File: config.mk
export PLATFORM = sky130hd
export DESIGN_NAME = tam_alert_ctl
export DESIGN_NICKNAME = d
export VERILOG_FILES = /design/src/shared/tam_pkg.sv /design/src/shared/tam_flt_if.sv /design/src/core/tam_alert_ctl.sv /design/src/core/tam_fault_filter.sv
export SDC_FILE = /design/constraint.sdc
export NUM_CORES = 1
export LEC_CHECK = 0
export ABC_AREA = 1
export BUFFER_PORTS_ARGS = -buffer_cell sky130_fd_sc_hd__buf_2
export CAP_MARGIN = 25
export CORE_MARGIN = 2
export CORE_UTILIZATION = 63
export CTS_BUF_LIST = sky130_fd_sc_hd__clkbuf_8
export DETAILED_ROUTE_END_ITERATION = 8
export HOLD_SLACK_MARGIN = 0.12
export PLACE_DENSITY = 0.94
export SETUP_SLACK_MARGIN = 0.4
export SLEW_MARGIN = 20
export SYNTH_ARGS = -nofsm -noshare
export SYNTH_HDL_FRONTEND = slang
export SYNTH_SLANG_ARGS = --single-unit
File: constraint.sdc
create_clock -name clk_i -period 3.5 [get_ports clk_i]
set_input_delay 0.875 -clock clk_i [delete_from_list [all_inputs] [get_ports clk_i]]
set_output_delay 0.875 -clock clk_i [all_outputs]
set_load 0.02 [all_outputs]
File: src/shared/tam_pkg.sv
// Constants and types shared by the temperature alert and mode control logic.
package tam_pkg;

	// ==========================================================
	// Register indices.
	localparam logic [1:0] IDX_TEMP = 2'h0;
	localparam logic [1:0] IDX_CFG = 2'h1;
	localparam logic [1:0] IDX_LOWER = 2'h2;
	localparam logic [1:0] IDX_UPPER = 2'h3;

	// ==========================================================
	// Configuration bit positions.
	localparam int CFG_RSV4 = 4;
	localparam int CFG_FLAG = 5;
	localparam int CFG_CR_LO = 6;
	localparam int CFG_CR_HI = 7;
	localparam int CFG_SLEEP = 8;
	localparam int CFG_MODE = 9;
	localparam int CFG_SENSE = 10;
	localparam int CFG_CF_LO = 11;
	localparam int CFG_CF_HI = 12;
	localparam int CFG_RO14 = 14;
	localparam int CFG_SHOT = 15;

	// ==========================================================
	// Reset values.
	localparam logic [1:0] CR_RST = 2'h2;
	localparam logic RO14_VAL = 1'b1;
	localparam logic [15:0] LOWER_RST = 16'h04b0;
	localparam logic [15:0] UPPER_RST = 16'h0500;

	// ==========================================================
	// Byte pointer: the most significant byte travels first.
	localparam logic PTR_MSB = 1'b0;
	localparam logic PTR_LSB = 1'b1;

	// ==========================================================
	// Timing: conversion period in ms and clock period in ns.
	localparam int CONV_PERIOD_MS = 250;
	localparam int CLK_PERIOD_NS = 4;
	localparam int CONV_PERIOD_CYC = (CONV_PERIOD_MS * 1000000) / CLK_PERIOD_NS;

	// ==========================================================
	// Operating states.
	typedef enum logic [1:0] {ST_CONVERT, ST_STANDBY, ST_SLEEP, ST_SHOT} tam_state_e;

endpackage : tam_pkg

File: src/shared/tam_flt_if.sv
// Interface between the alert control and the consecutive fault filter.
`timescale 1ns/1ps
interface tam_flt_if;
	logic evt;
	logic cond;
	logic clr;
	logic [1:0] sel;
	logic hit;
	modport ctl (output evt, output cond, output clr, output sel, input hit);
	modport flt (input evt, input cond, input clr, input sel, output hit);
endinterface : tam_flt_if

File: src/core/tam_alert_ctl.sv
// Sleep, single conversion and threshold alert control of the temperature sensor.
//
// Summary of operation
// - Writing sleep_select to 1 stops conversions at once.
// - While asleep the register port still reads every register and writes the configuration and limit registers.
// - Writing sleep_select back to 0 resumes periodic conversions.
// - alert_mode_select picks comparator (0) or interrupt (1) alert behaviour.
// - Comparator: alert asserts after N conversions at or above upper_limit.
// - Comparator: alert releases after N conversions at or below lower_limit.
// - Interrupt: alert asserts after N conversions at or above upper_limit.
// - Interrupt: a completed register read releases the alert.
// - Interrupt: writing sleep_select to 1 also releases the alert.
// - Interrupt: next assert needs below lower_limit, then alternates thresholds.
// - General call reset clears alert_mode_select, back to comparator.
// - threshold_flag shows the same level as the alert pin.
// - alert_sense_level 0 means active low, 1 means active high.
// - fault_count_select codes 0..3 need 1..4 consecutive faults.
// - While asleep, one_shot_trigger starts one conversion and reads 1 meanwhile.
// - On completion the device sleeps again and one_shot_trigger clears.
// - Limit registers move most significant byte first, both directions.
// - Limits use the temperature_value format and compare directly.
// - Power-up limits: lower 0x4b0, upper 0x500.
// - Configuration register is 16 bits, most significant byte first.
`timescale 1ns/1ps
module tam_alert_ctl #(
	parameter int CONV_PERIOD_CYC = tam_pkg::CONV_PERIOD_CYC,
	parameter int TMR_W = 27
) (
	input wire logic clk_i,
	input wire logic nrst_i,
	input wire logic [1:0] reg_index_i,
	input wire logic xfer_start_i,
	input wire logic wr_byte_i,
	input wire logic [7:0] wr_data_i,
	input wire logic rd_byte_i,
	output logic [7:0] rd_data_o,
	input wire logic gc_reset_i,
	input wire logic conv_done_i,
	input wire logic [15:0] conv_value_i,
	output logic conv_run_o,
	output logic asleep_o,
	output logic alert_o
);

	if (CONV_PERIOD_CYC < 1 || CONV_PERIOD_CYC >= (2 ** (TMR_W - 1)))
	begin : g_bad_period
		$error("tam_alert_ctl: CONV_PERIOD_CYC does not fit the timer");
	end

	localparam logic [TMR_W-1:0] TMR_LOAD = TMR_W'(CONV_PERIOD_CYC - 1);

	// ==========================================================
	// Storage.
	logic [15:0] temp_value;
	logic [15:0] upper_limit;
	logic [15:0] lower_limit;
	logic [1:0] conv_rate;
	logic rsv4;
	logic sleep_select;
	logic alert_mode_select;
	logic alert_sense_level;
	logic [1:0] fault_count_select;
	logic one_shot_trigger;
	logic [7:0] hold_msb;
	logic ptr;
	logic active;
	logic phase_low;
	logic [TMR_W-1:0] tmr;
	tam_pkg::tam_state_e state;
	tam_pkg::tam_state_e next_state;

	// ==========================================================
	// Decoded strobes.
	logic commit;
	logic [15:0] wr_word;
	logic cfg_commit;
	logic rd_done;
	logic sleep_set;
	logic mode_chg;
	logic conv_ok;
	logic in_conv;
	logic target_low;
	logic cond;
	logic sleep_now;

	tam_flt_if flt_bus ();

	// Configuration word as the host sees it.
	function automatic logic [15:0] cfg_word();
		logic [15:0] w;
		w = 16'h0000;
		w[tam_pkg::CFG_RSV4] = rsv4;
		w[tam_pkg::CFG_FLAG] = alert_o;
		w[tam_pkg::CFG_CR_HI:tam_pkg::CFG_CR_LO] = conv_rate;
		w[tam_pkg::CFG_SLEEP] = sleep_select;
		w[tam_pkg::CFG_MODE] = alert_mode_select;
		w[tam_pkg::CFG_SENSE] = alert_sense_level;
		w[tam_pkg::CFG_CF_HI:tam_pkg::CFG_CF_LO] = fault_count_select;
		w[tam_pkg::CFG_RO14] = tam_pkg::RO14_VAL;
		w[tam_pkg::CFG_SHOT] = one_shot_trigger;
		return w;
	endfunction : cfg_word

	// Word behind a register index.
	function automatic logic [15:0] reg_word(input logic [1:0] idx);
		logic [15:0] w;
		w = 16'h0000;
		if (idx == tam_pkg::IDX_TEMP)
			w = temp_value;
		else if (idx == tam_pkg::IDX_CFG)
			w = cfg_word();
		else if (idx == tam_pkg::IDX_LOWER)
			w = lower_limit;
		else
			w = upper_limit;
		return w;
	endfunction : reg_word

	// A write lands on the second byte, so a word never changes half way.
	assign wr_word = {hold_msb, wr_data_i};
	assign commit = wr_byte_i && (ptr == tam_pkg::PTR_LSB);
	assign cfg_commit = commit && (reg_index_i == tam_pkg::IDX_CFG);
	assign rd_done = rd_byte_i && (ptr == tam_pkg::PTR_LSB);
	assign sleep_set = cfg_commit && wr_word[tam_pkg::CFG_SLEEP] && !sleep_select;
	assign mode_chg = (cfg_commit && (wr_word[tam_pkg::CFG_MODE] != alert_mode_select))
		|| (gc_reset_i && alert_mode_select);
	assign in_conv = (state == tam_pkg::ST_CONVERT) || (state == tam_pkg::ST_SHOT);
	assign conv_ok = conv_done_i && in_conv;
	// Sleep as it will stand after this edge, so the engine stops on the write itself.
	assign sleep_now = cfg_commit ? wr_word[tam_pkg::CFG_SLEEP] : sleep_select;

	// ==========================================================
	// Byte pointer: a transfer restarts at the most significant byte.
	always_ff @(posedge clk_i)
	begin
		if (!nrst_i)
			ptr <= tam_pkg::PTR_MSB;
		else if (xfer_start_i)
			ptr <= tam_pkg::PTR_MSB;
		else if (wr_byte_i || rd_byte_i)
			ptr <= ~ptr;
	end

	// Most significant byte is held until its partner arrives.
	always_ff @(posedge clk_i)
	begin
		if (!nrst_i)
			hold_msb <= 8'h00;
		else if (wr_byte_i && (ptr == tam_pkg::PTR_MSB))
			hold_msb <= wr_data_i;
	end

	// Read data, served even while asleep.
	always_ff @(posedge clk_i)
	begin
		if (!nrst_i)
			rd_data_o <= 8'h00;
		else if (rd_byte_i && (ptr == tam_pkg::PTR_MSB))
			rd_data_o <= reg_word(reg_index_i)[15:8];
		else if (rd_byte_i)
			rd_data_o <= reg_word(reg_index_i)[7:0];
	end

	// ==========================================================
	// Limit registers, same signed format as the result.
	always_ff @(posedge clk_i)
	begin
		if (!nrst_i)
		begin
			lower_limit <= tam_pkg::LOWER_RST;
			upper_limit <= tam_pkg::UPPER_RST;
		end
		else if (commit && (reg_index_i == tam_pkg::IDX_LOWER))
			lower_limit <= wr_word;
		else if (commit && (reg_index_i == tam_pkg::IDX_UPPER))
			upper_limit <= wr_word;
	end

	// Result register, loaded only by a conversion that was asked for.
	always_ff @(posedge clk_i)
	begin
		if (!nrst_i)
			temp_value <= 16'h0000;
		else if (conv_ok)
			temp_value <= conv_value_i;
	end

	// ==========================================================
	// Configuration fields.
	always_ff @(posedge clk_i)
	begin
		if (!nrst_i)
		begin
			conv_rate <= tam_pkg::CR_RST;
			rsv4 <= 1'b0;
			sleep_select <= 1'b0;
			alert_sense_level <= 1'b0;
			fault_count_select <= 2'h0;
		end
		else if (cfg_commit)
		begin
			conv_rate <= wr_word[tam_pkg::CFG_CR_HI:tam_pkg::CFG_CR_LO];
			rsv4 <= wr_word[tam_pkg::CFG_RSV4];
			sleep_select <= wr_word[tam_pkg::CFG_SLEEP];
			alert_sense_level <= wr_word[tam_pkg::CFG_SENSE];
			fault_count_select <= wr_word[tam_pkg::CFG_CF_HI:tam_pkg::CFG_CF_LO];
		end
	end

	// Mode bit; the general call reset wins over a write in the same cycle.
	always_ff @(posedge clk_i)
	begin
		if (!nrst_i)
			alert_mode_select <= 1'b0;
		else if (gc_reset_i)
			alert_mode_select <= 1'b0;
		else if (cfg_commit)
			alert_mode_select <= wr_word[tam_pkg::CFG_MODE];
	end

	// Single shot request: a new request beats the completion clear.
	always_ff @(posedge clk_i)
	begin
		if (!nrst_i)
			one_shot_trigger <= 1'b0;
		else if (cfg_commit && wr_word[tam_pkg::CFG_SHOT] && wr_word[tam_pkg::CFG_SLEEP])
			one_shot_trigger <= 1'b1;
		else if ((state == tam_pkg::ST_SHOT) && conv_done_i)
			one_shot_trigger <= 1'b0;
	end

	// ==========================================================
	// Operating state machine.
	always_comb
	begin
		next_state = state;
		case (state)
			tam_pkg::ST_CONVERT:
				if (sleep_now)
					next_state = tam_pkg::ST_SLEEP;
				else if (conv_done_i)
					next_state = tam_pkg::ST_STANDBY;
			tam_pkg::ST_STANDBY:
				if (sleep_now)
					next_state = tam_pkg::ST_SLEEP;
				else if (tmr == '0)
					next_state = tam_pkg::ST_CONVERT;
			tam_pkg::ST_SLEEP:
				if (!sleep_now)
					next_state = tam_pkg::ST_CONVERT;
				else if (one_shot_trigger)
					next_state = tam_pkg::ST_SHOT;
			tam_pkg::ST_SHOT:
				if (conv_done_i)
					next_state = sleep_now ? tam_pkg::ST_SLEEP : tam_pkg::ST_STANDBY;
			default:
				next_state = tam_pkg::ST_SLEEP;
		endcase
	end

	// Power-up begins with a conversion straight away.
	always_ff @(posedge clk_i)
	begin
		if (!nrst_i)
			state <= tam_pkg::ST_CONVERT;
		else
			state <= next_state;
	end

	// Period timer runs from the start of each continuous conversion.
	always_ff @(posedge clk_i)
	begin
		if (!nrst_i)
			tmr <= TMR_LOAD;
		else if ((next_state == tam_pkg::ST_CONVERT) && (state != tam_pkg::ST_CONVERT))
			tmr <= TMR_LOAD;
		else if (tmr != '0)
			tmr <= tmr - 1'b1;
	end

	// Engine and power outputs follow the next state, so sleep acts at once.
	always_ff @(posedge clk_i)
	begin
		if (!nrst_i)
		begin
			conv_run_o <= 1'b1;
			asleep_o <= 1'b0;
		end
		else
		begin
			conv_run_o <= (next_state == tam_pkg::ST_CONVERT) || (next_state == tam_pkg::ST_SHOT);
			asleep_o <= (next_state == tam_pkg::ST_SLEEP);
		end
	end

	// ==========================================================
	// Fault test against the threshold now being watched.
	assign target_low = alert_mode_select ? phase_low : active;
	always_comb
	begin
		if (!target_low)
			cond = $signed(conv_value_i) >= $signed(upper_limit);
		else if (alert_mode_select)
			cond = $signed(conv_value_i) < $signed(lower_limit);
		else
			cond = $signed(conv_value_i) <= $signed(lower_limit);
	end

	assign flt_bus.evt = conv_ok;
	assign flt_bus.cond = cond;
	assign flt_bus.clr = mode_chg;
	assign flt_bus.sel = fault_count_select;

	tam_fault_filter #(
		.CNT_W(2)
	) u_filter (
		.clk_i(clk_i),
		.nrst_i(nrst_i),
		.flt(flt_bus.flt)
	);

	// Logical alert state; a new hit beats a release in the same cycle.
	always_ff @(posedge clk_i)
	begin
		if (!nrst_i)
			active <= 1'b0;
		else if (mode_chg)
			active <= 1'b0;
		else if (flt_bus.hit && !alert_mode_select)
			active <= ~active;
		else if (flt_bus.hit)
			active <= 1'b1;
		else if (alert_mode_select && (rd_done || sleep_set))
			active <= 1'b0;
	end

	// Interrupt behaviour alternates between the two thresholds.
	always_ff @(posedge clk_i)
	begin
		if (!nrst_i)
			phase_low <= 1'b0;
		else if (mode_chg)
			phase_low <= 1'b0;
		else if (flt_bus.hit && alert_mode_select)
			phase_low <= ~phase_low;
	end

	// Pin level; idle level is the inverse of the selected active level.
	always_ff @(posedge clk_i)
	begin
		if (!nrst_i)
			alert_o <= 1'b1;
		else
			alert_o <= alert_sense_level ? active : ~active;
	end
endmodule : tam_alert_ctl

File: src/core/tam_fault_filter.sv
// Consecutive fault counter that fires once a streak reaches its length.
`timescale 1ns/1ps
module tam_fault_filter #(
	parameter int CNT_W = 2
) (
	input wire logic clk_i,
	input wire logic nrst_i,
	tam_flt_if.flt flt
);

	if (CNT_W < 2)
	begin : g_bad_width
		$error("tam_fault_filter: CNT_W must hold the code range");
	end

	logic [CNT_W-1:0] cnt;
	logic at_len;

	// The streak is long enough when it already holds the selected code count.
	assign at_len = (cnt == CNT_W'(flt.sel));

	// ==========================================================
	// Streak counter, advanced only by completed conversions.
	always_ff @(posedge clk_i)
	begin
		if (!nrst_i)
			cnt <= '0;
		else if (flt.clr)
			cnt <= '0;
		else if (flt.evt)
		begin
			if (!flt.cond || at_len)
				cnt <= '0;
			else
				cnt <= cnt + 1'b1;
		end
	end

	// Hit pulse one cycle after the conversion that completes the streak.
	always_ff @(posedge clk_i)
	begin
		if (!nrst_i)
			flt.hit <= 1'b0;
		else
			flt.hit <= !flt.clr && flt.evt && flt.cond && at_len;
	end
endmodule : tam_fault_filter

* After elaboration in Yosys (flattened, before gate mapping)
Cells that the tools add are included.
** Cells by class
- Mux-type cells :: 25
- Shifts and indexed selects :: 0
- Div/mod/pow operators :: 0
- $add $sub $neg :: 2
- Equal/unequal tests :: 10
- Bitwise logic cells :: 5
- $lt $le $gt $ge :: 3
- $mul :: 0
- Reduce and logical (&&, ||, !) cells :: 46
** Operators with widths (count)
- 16-bit two-way mux :: 3
- 27-bit zero test :: 1
- 27-bit nonzero test :: 1
- 27-bit by 1-bit subtractor with 27-bit output (second input constant) :: 1
- 1-bit logical AND :: 22
- 2-bit two-way mux :: 9
- 16-bit greater-or-equal comparator :: 1
- 16-bit <= comparator :: 1
- 16-bit < comparator :: 1
- 8-bit two-way mux :: 2
- 2-bit == test (second input constant) :: 6
- 1-bit two-way mux :: 10
- 2-bit one-hot mux with 4 select lines :: 1
- 2-bit OR reduction :: 4
- 2-bit zero test :: 3
- 1-bit logical OR :: 6
- 2-bit nonzero test :: 3
- 1-bit inverter :: 5
- 2-bit by 1-bit == test with 1-bit output (second input constant) :: 2
- 1-bit zero test :: 4
- 3-bit nonzero test :: 1
- 2-bit by 1-bit adder with 2-bit output (second input constant) :: 1
- 2-bit == test :: 1
- 2-bit AND reduction :: 1
- 1-bit inequality test :: 1
** Word-level totals
- Memories kept :: 0
- Bits in latches :: 0
- Input port bits :: 33
- Output and inout bits :: 11
- Register bits :: 111
- ROM bits :: 0
- Logic and storage cells :: 113
- RAM bits :: 0

* Longest topological paths before layout
- Word-level depth :: 9
- Gate-level depth with buffers :: 17
- Depth with buffers taken out :: 17

* Modules after synthesis
Synthesis repeated with hierarchy kept, for this count alone.
** Unflattened totals
- Cell total of the unflattened synthesis :: 834
- Area total of the unflattened synthesis :: 5909.4 µm²
** By module, submodules not included
- tam_alert_ctl :: area each 5740.5 µm², times used 1, cells an instance 805, seq. area each 2162.1 µm²
- tam_fault_filter :: area each 168.9 µm², times used 1, cells an instance 29, seq. area each 60.1 µm²

* Worst setup path before layout
Ideal clock, no wire load.
- Path type :: input port to flip-flop
- From :: input reg_index_i[1]
- To :: register tmr[26]
- Setup slack :: 0.727 ns
- Buffers on the path :: 2
- Setup time :: 0.086 ns
- Data arrival time :: 2.687 ns
- Cell stages on the path :: 14
- Data required time :: 3.414 ns
- Cell sequence :: buf_4 -> nor2_8 -> nand2_4 -> o21ai_4 -> nand2_2 -> a21oi_2 -> nor3_2 -> nand2_2 -> nand2_4 -> ha_1 -> a21oi_2 -> inv_1 -> clkbuf_1 -> a211oi_1
** Between the ends
- Word-level cells in the longest chain between the ends :: 9
- Elaborated cells on any way between the ends :: 12
- Classes of those cells :: eq/ne (1); mux (7); reduce/logical (4)
** Ends and longest elaborated chain
- from (decl) :: RTL line tam_alert_ctl.sv:31 : input wire logic [1:0] reg_index_i,
- 2-bit by 1-bit == test with 1-bit output * :: RTL line tam_alert_ctl.sv:122 : assign cfg_commit = commit && (reg_index_i == tam_pkg::IDX_CFG);
- 1-bit logical AND * :: RTL line tam_alert_ctl.sv:122
- 1-bit two-way mux *
- 2-bit two-way mux :: RTL line tam_alert_ctl.sv:255 : next_state = sleep_now ? tam_pkg::ST_SLEEP : tam_pkg::ST_STANDBY;
- 2-bit two-way mux :: RTL line tam_alert_ctl.sv:254 : if (conv_done_i)
- 2-bit one-hot mux with 4 select lines * :: RTL line tam_alert_ctl.sv:237 : case (state)
- 2-bit zero test * :: RTL line tam_alert_ctl.sv:275 : else if ((next_state == tam_pkg::ST_CONVERT) && (state != tam_pkg::ST_CONVERT))
- 1-bit logical AND * :: RTL line tam_alert_ctl.sv:275
- 2-bit OR reduction (no source line) *
- to (signal assigned) :: RTL line tam_alert_ctl.sv:278 : tmr <= tmr - 1'b1;
- to (decl) :: RTL line tam_alert_ctl.sv:68 : logic [TMR_W-1:0] tmr;
Every way passes the cells marked *; elsewhere a longest branch is shown, timed or not.
A chain may end at the register's enable or synchronous reset.

* Worst setup path in the final report
- From :: input reg_index_i[1]
- To :: register tmr[1]
Same word-level chain as after synthesis.

==> impl_metrics.tcl <==
set metrics [dict create \
    place_congestion 0.999 \
    final.setup_skew_ps 8.89 \
    clk_pin_slew_ps 110 \
    cts_buffers 9 \
    ios 44 \
    fin_crit_sh_pct 74.5 \
    whs_endpoint "tmr[26]" \
    rsz0062_at_grt "no" \
    ys_warn_count 0 \
    power_density_nw_per_um2 472 \
    vdd_drop_max_v 0.000323 \
    nets 949 \
    stdcell_count 1010 \
    start_util_pct 64.7 \
    wl_mm 15.6 \
    cts_resized 0 \
    drv_cap 0 \
    grt_first_pass_wirelength_mm 25.0 \
    grt_overflow 0 \
    ys_seq_area_share_pct 37.2 \
    final_layout_size_suffix_gt1_share_pct 11.1 \
    min-delay-start "tmr[26]" \
    r2r-end "tmr[1]" \
    holdPathStages 1 \
    grt_pass1_vias 5183 \
    setup_viol 0 \
    syn_to_final_growth_pct 8.59 \
    layout_setup_ws_ps 894 \
    wl_per_cell_um 15.4 \
    drtIter0Drc 480 \
    yosys-top-cells-area "dfxtp_1, nand2_1, nor2_1" \
    cp_max_fo 18 \
    htree_levels 3 \
    dpl-instance-area_um2 6270 \
    synth.cell_area_um2 5970 \
    grt.total_usage_pct 31.1 \
    vias 5782 \
    cts_sinks 111 \
    stdcell_area_um2 6490 \
    root_buffer "clkbuf_8" \
    r2r_cells 15 \
    hold_viol 0 \
    tightest_slew_ps 702 \
    drc 0 \
    synth_cell_types 48 \
    die_area_um2 10300 \
    min_path_type "reg -> reg" \
    core-area_um2 9240 \
    syn_inst 842 \
    synth_async_sr_flop_share_pct 0 \
    die_h_um 101 \
    r2r_start "tmr[0]" \
    grt_max_degree 43 \
    clk-insertion-delay-late_ps 370 \
    slew_viol_final 0 \
    cts_setup_buffers 0 \
    relSlewSlack_pct 53.2 \
    avgSynthCellArea_um2 7.10 \
    ff2ff_setup_slack_ps 1140 \
    arrival_ps 2870 \
    critPathKind "in -> reg" \
    fin_crit_ps 2610 \
    antenna_left 0 \
    clock.fmax_ghz 0.384 \
    outcome "finished, final reports clean" \
    synth_top_area_share_pct 37.2 \
    dp_cells 994 \
    synth_top_cell_by_area "dfxtp_1" \
    p_leak_nw 2.93 \
    dp_hpwl_mm 11.4 \
    antenna_found_initial 1 \
    die_w_um 101 \
    firstDrtPassIters 5 \
    viasPerCell 5.72 \
    cp-start-kind "input pin" \
    synth_nets 915 \
    setup_tns_ps 0 \
    cts_buffer_depth 2 \
    synth_edf_count 0 \
    rows 35 \
    pre_cts_ws_ps 562 \
    critPathCaptureType "flop" \
    critPathRequiredTime_ps 3760 \
    ys_seq_elements 111 \
    cts_tree "done" \
    synthFlopType "dfxtp_1" \
    postCtsHoldBufs 0 \
    portBuffers 43 \
    n_antenna_cell 0 \
]
-- through the flow --
step / power (mW) / hold slack [ps] / utilization (%)
after CTS: 3.04 / 471 / 70.2
after global placement: 2.20 / 447 / 67.9
after global routing: 3.22 / 505 / 70.2
final: 3.07 / 478 / 70.2
after detailed placement: 2.23 / 452 / 67.9
after floorplan: 2.02 / 429 / -
-- how the worst max path moves through the flow --
stage,from,slack [ps],to
final,reg_index_i[1],890,tmr[1]
after global routing,reg_index_i[0],660,tmr[1]
after CTS,reg_index_i[1],910,tmr[1]
after detailed placement,reg_index_i[1],560,tmr[1]
after global placement,reg_index_i[1],600,tmr[1]
after floorplan,reg_index_i[1],730,tmr[26]
-- Yosys cell counts (8+ instances only) --
cell,number
nor2_1,135
dfxtp_1,111
o211ai_1,9
xnor2_1,10
nand3_1,22
nand4_1,10
a21oi_1,55
xor2_1,11
a31oi_1,8
nand2_1,159
o21ai_0,97
clkbuf_1,15
inv_1,88
ha_1,40
-- logic make-up after synthesis --
kind of cell    after synthesis  share of synthesized area, %
xor+xnor                     21                          3.08
compound gates              191                          17.8
buf+inv                     123                          8.17
simple gates                356                          25.4
fa+ha+maj                    40                          8.38
flops                       111                          37.2
-- per-layer routing --
metal / share of wire, % / global-route usage, % / vias to the layer above
met4: 2.9 / 12.7 / 0
met2: 44 / 47.8 / 306
met5: 0 / 0 / -
met1: 42 / 42.9 / 2608
met3: 11 / 6.07 / 42
li1: - / - / 2826
-- layout make-up --
| cell class | count | area, um^2 |
|---|---|---|
| flip-flops and latches | 111 | 2220 |
| repair buffers | 49 | 260 |
| multi-input cells | 608 | 3260 |
| inverters | 97 | 367 |
| fillers | 719 | 2750 |
| clock buffers | 9 | 124 |
| clock inverters | 7 | 88.8 |
| well taps | 129 | 161 |
-- cell usage in the layout (no fill, tap or decap), drive strengths merged --
| cell | count |
|---|---|
| nand3b | 1 |
| o21a | 1 |
| inv | 97 |
| o21ai | 101 |
| a22oi | 1 |
| nand3 | 22 |
| dfxtp | 111 |
| xor2 | 11 |
| nor2 | 144 |
| nor3b | 1 |
| a31oi | 8 |
| a2111o | 1 |
| buf | 49 |
| or2 | 1 |
| bufinv | 2 |
| a211oi | 3 |
| clkinv | 3 |
| xnor2 | 10 |
| clkinvlp | 2 |
| ha | 40 |
| clkbuf | 9 |
| o21bai | 2 |
| o211ai | 9 |
| a21o | 1 |
| a22o | 1 |
| a221oi | 1 |
| o221ai | 3 |
| nor4 | 2 |
| o22ai | 2 |
| nand2 | 167 |
| a21oi | 57 |
| nor3 | 7 |
| nand4 | 11 |
-- critical path: stages --
cell and delay, ps:
buf_2 170, nor2_8 240, nand2_4 160, o21ai_4 210, nand2_2 80, a21oi_2 140, nor3_2 50, nand2_2 80
nand2_4 60, ha_1 190, a21oi_2 150, inv_1 190, a21oi_1 160, o21ai_0 90
-- sequential cells by signal, summed over array words and instances (netlist names), 8 cells and up --
signal and cells:
lower_limit 16, tmr 27, hold_msb 8, upper_limit 16
rd_data_o 8, temp_value 16
-- power breakdown --
group	leakage (nW)	switching [mW]	internal (mW)
clock network	0.106	0.441	0.399
logic	1.92	0.496	0.254
registers	0.905	0.0844	1.39
Power figures use the tool's default switching activity.
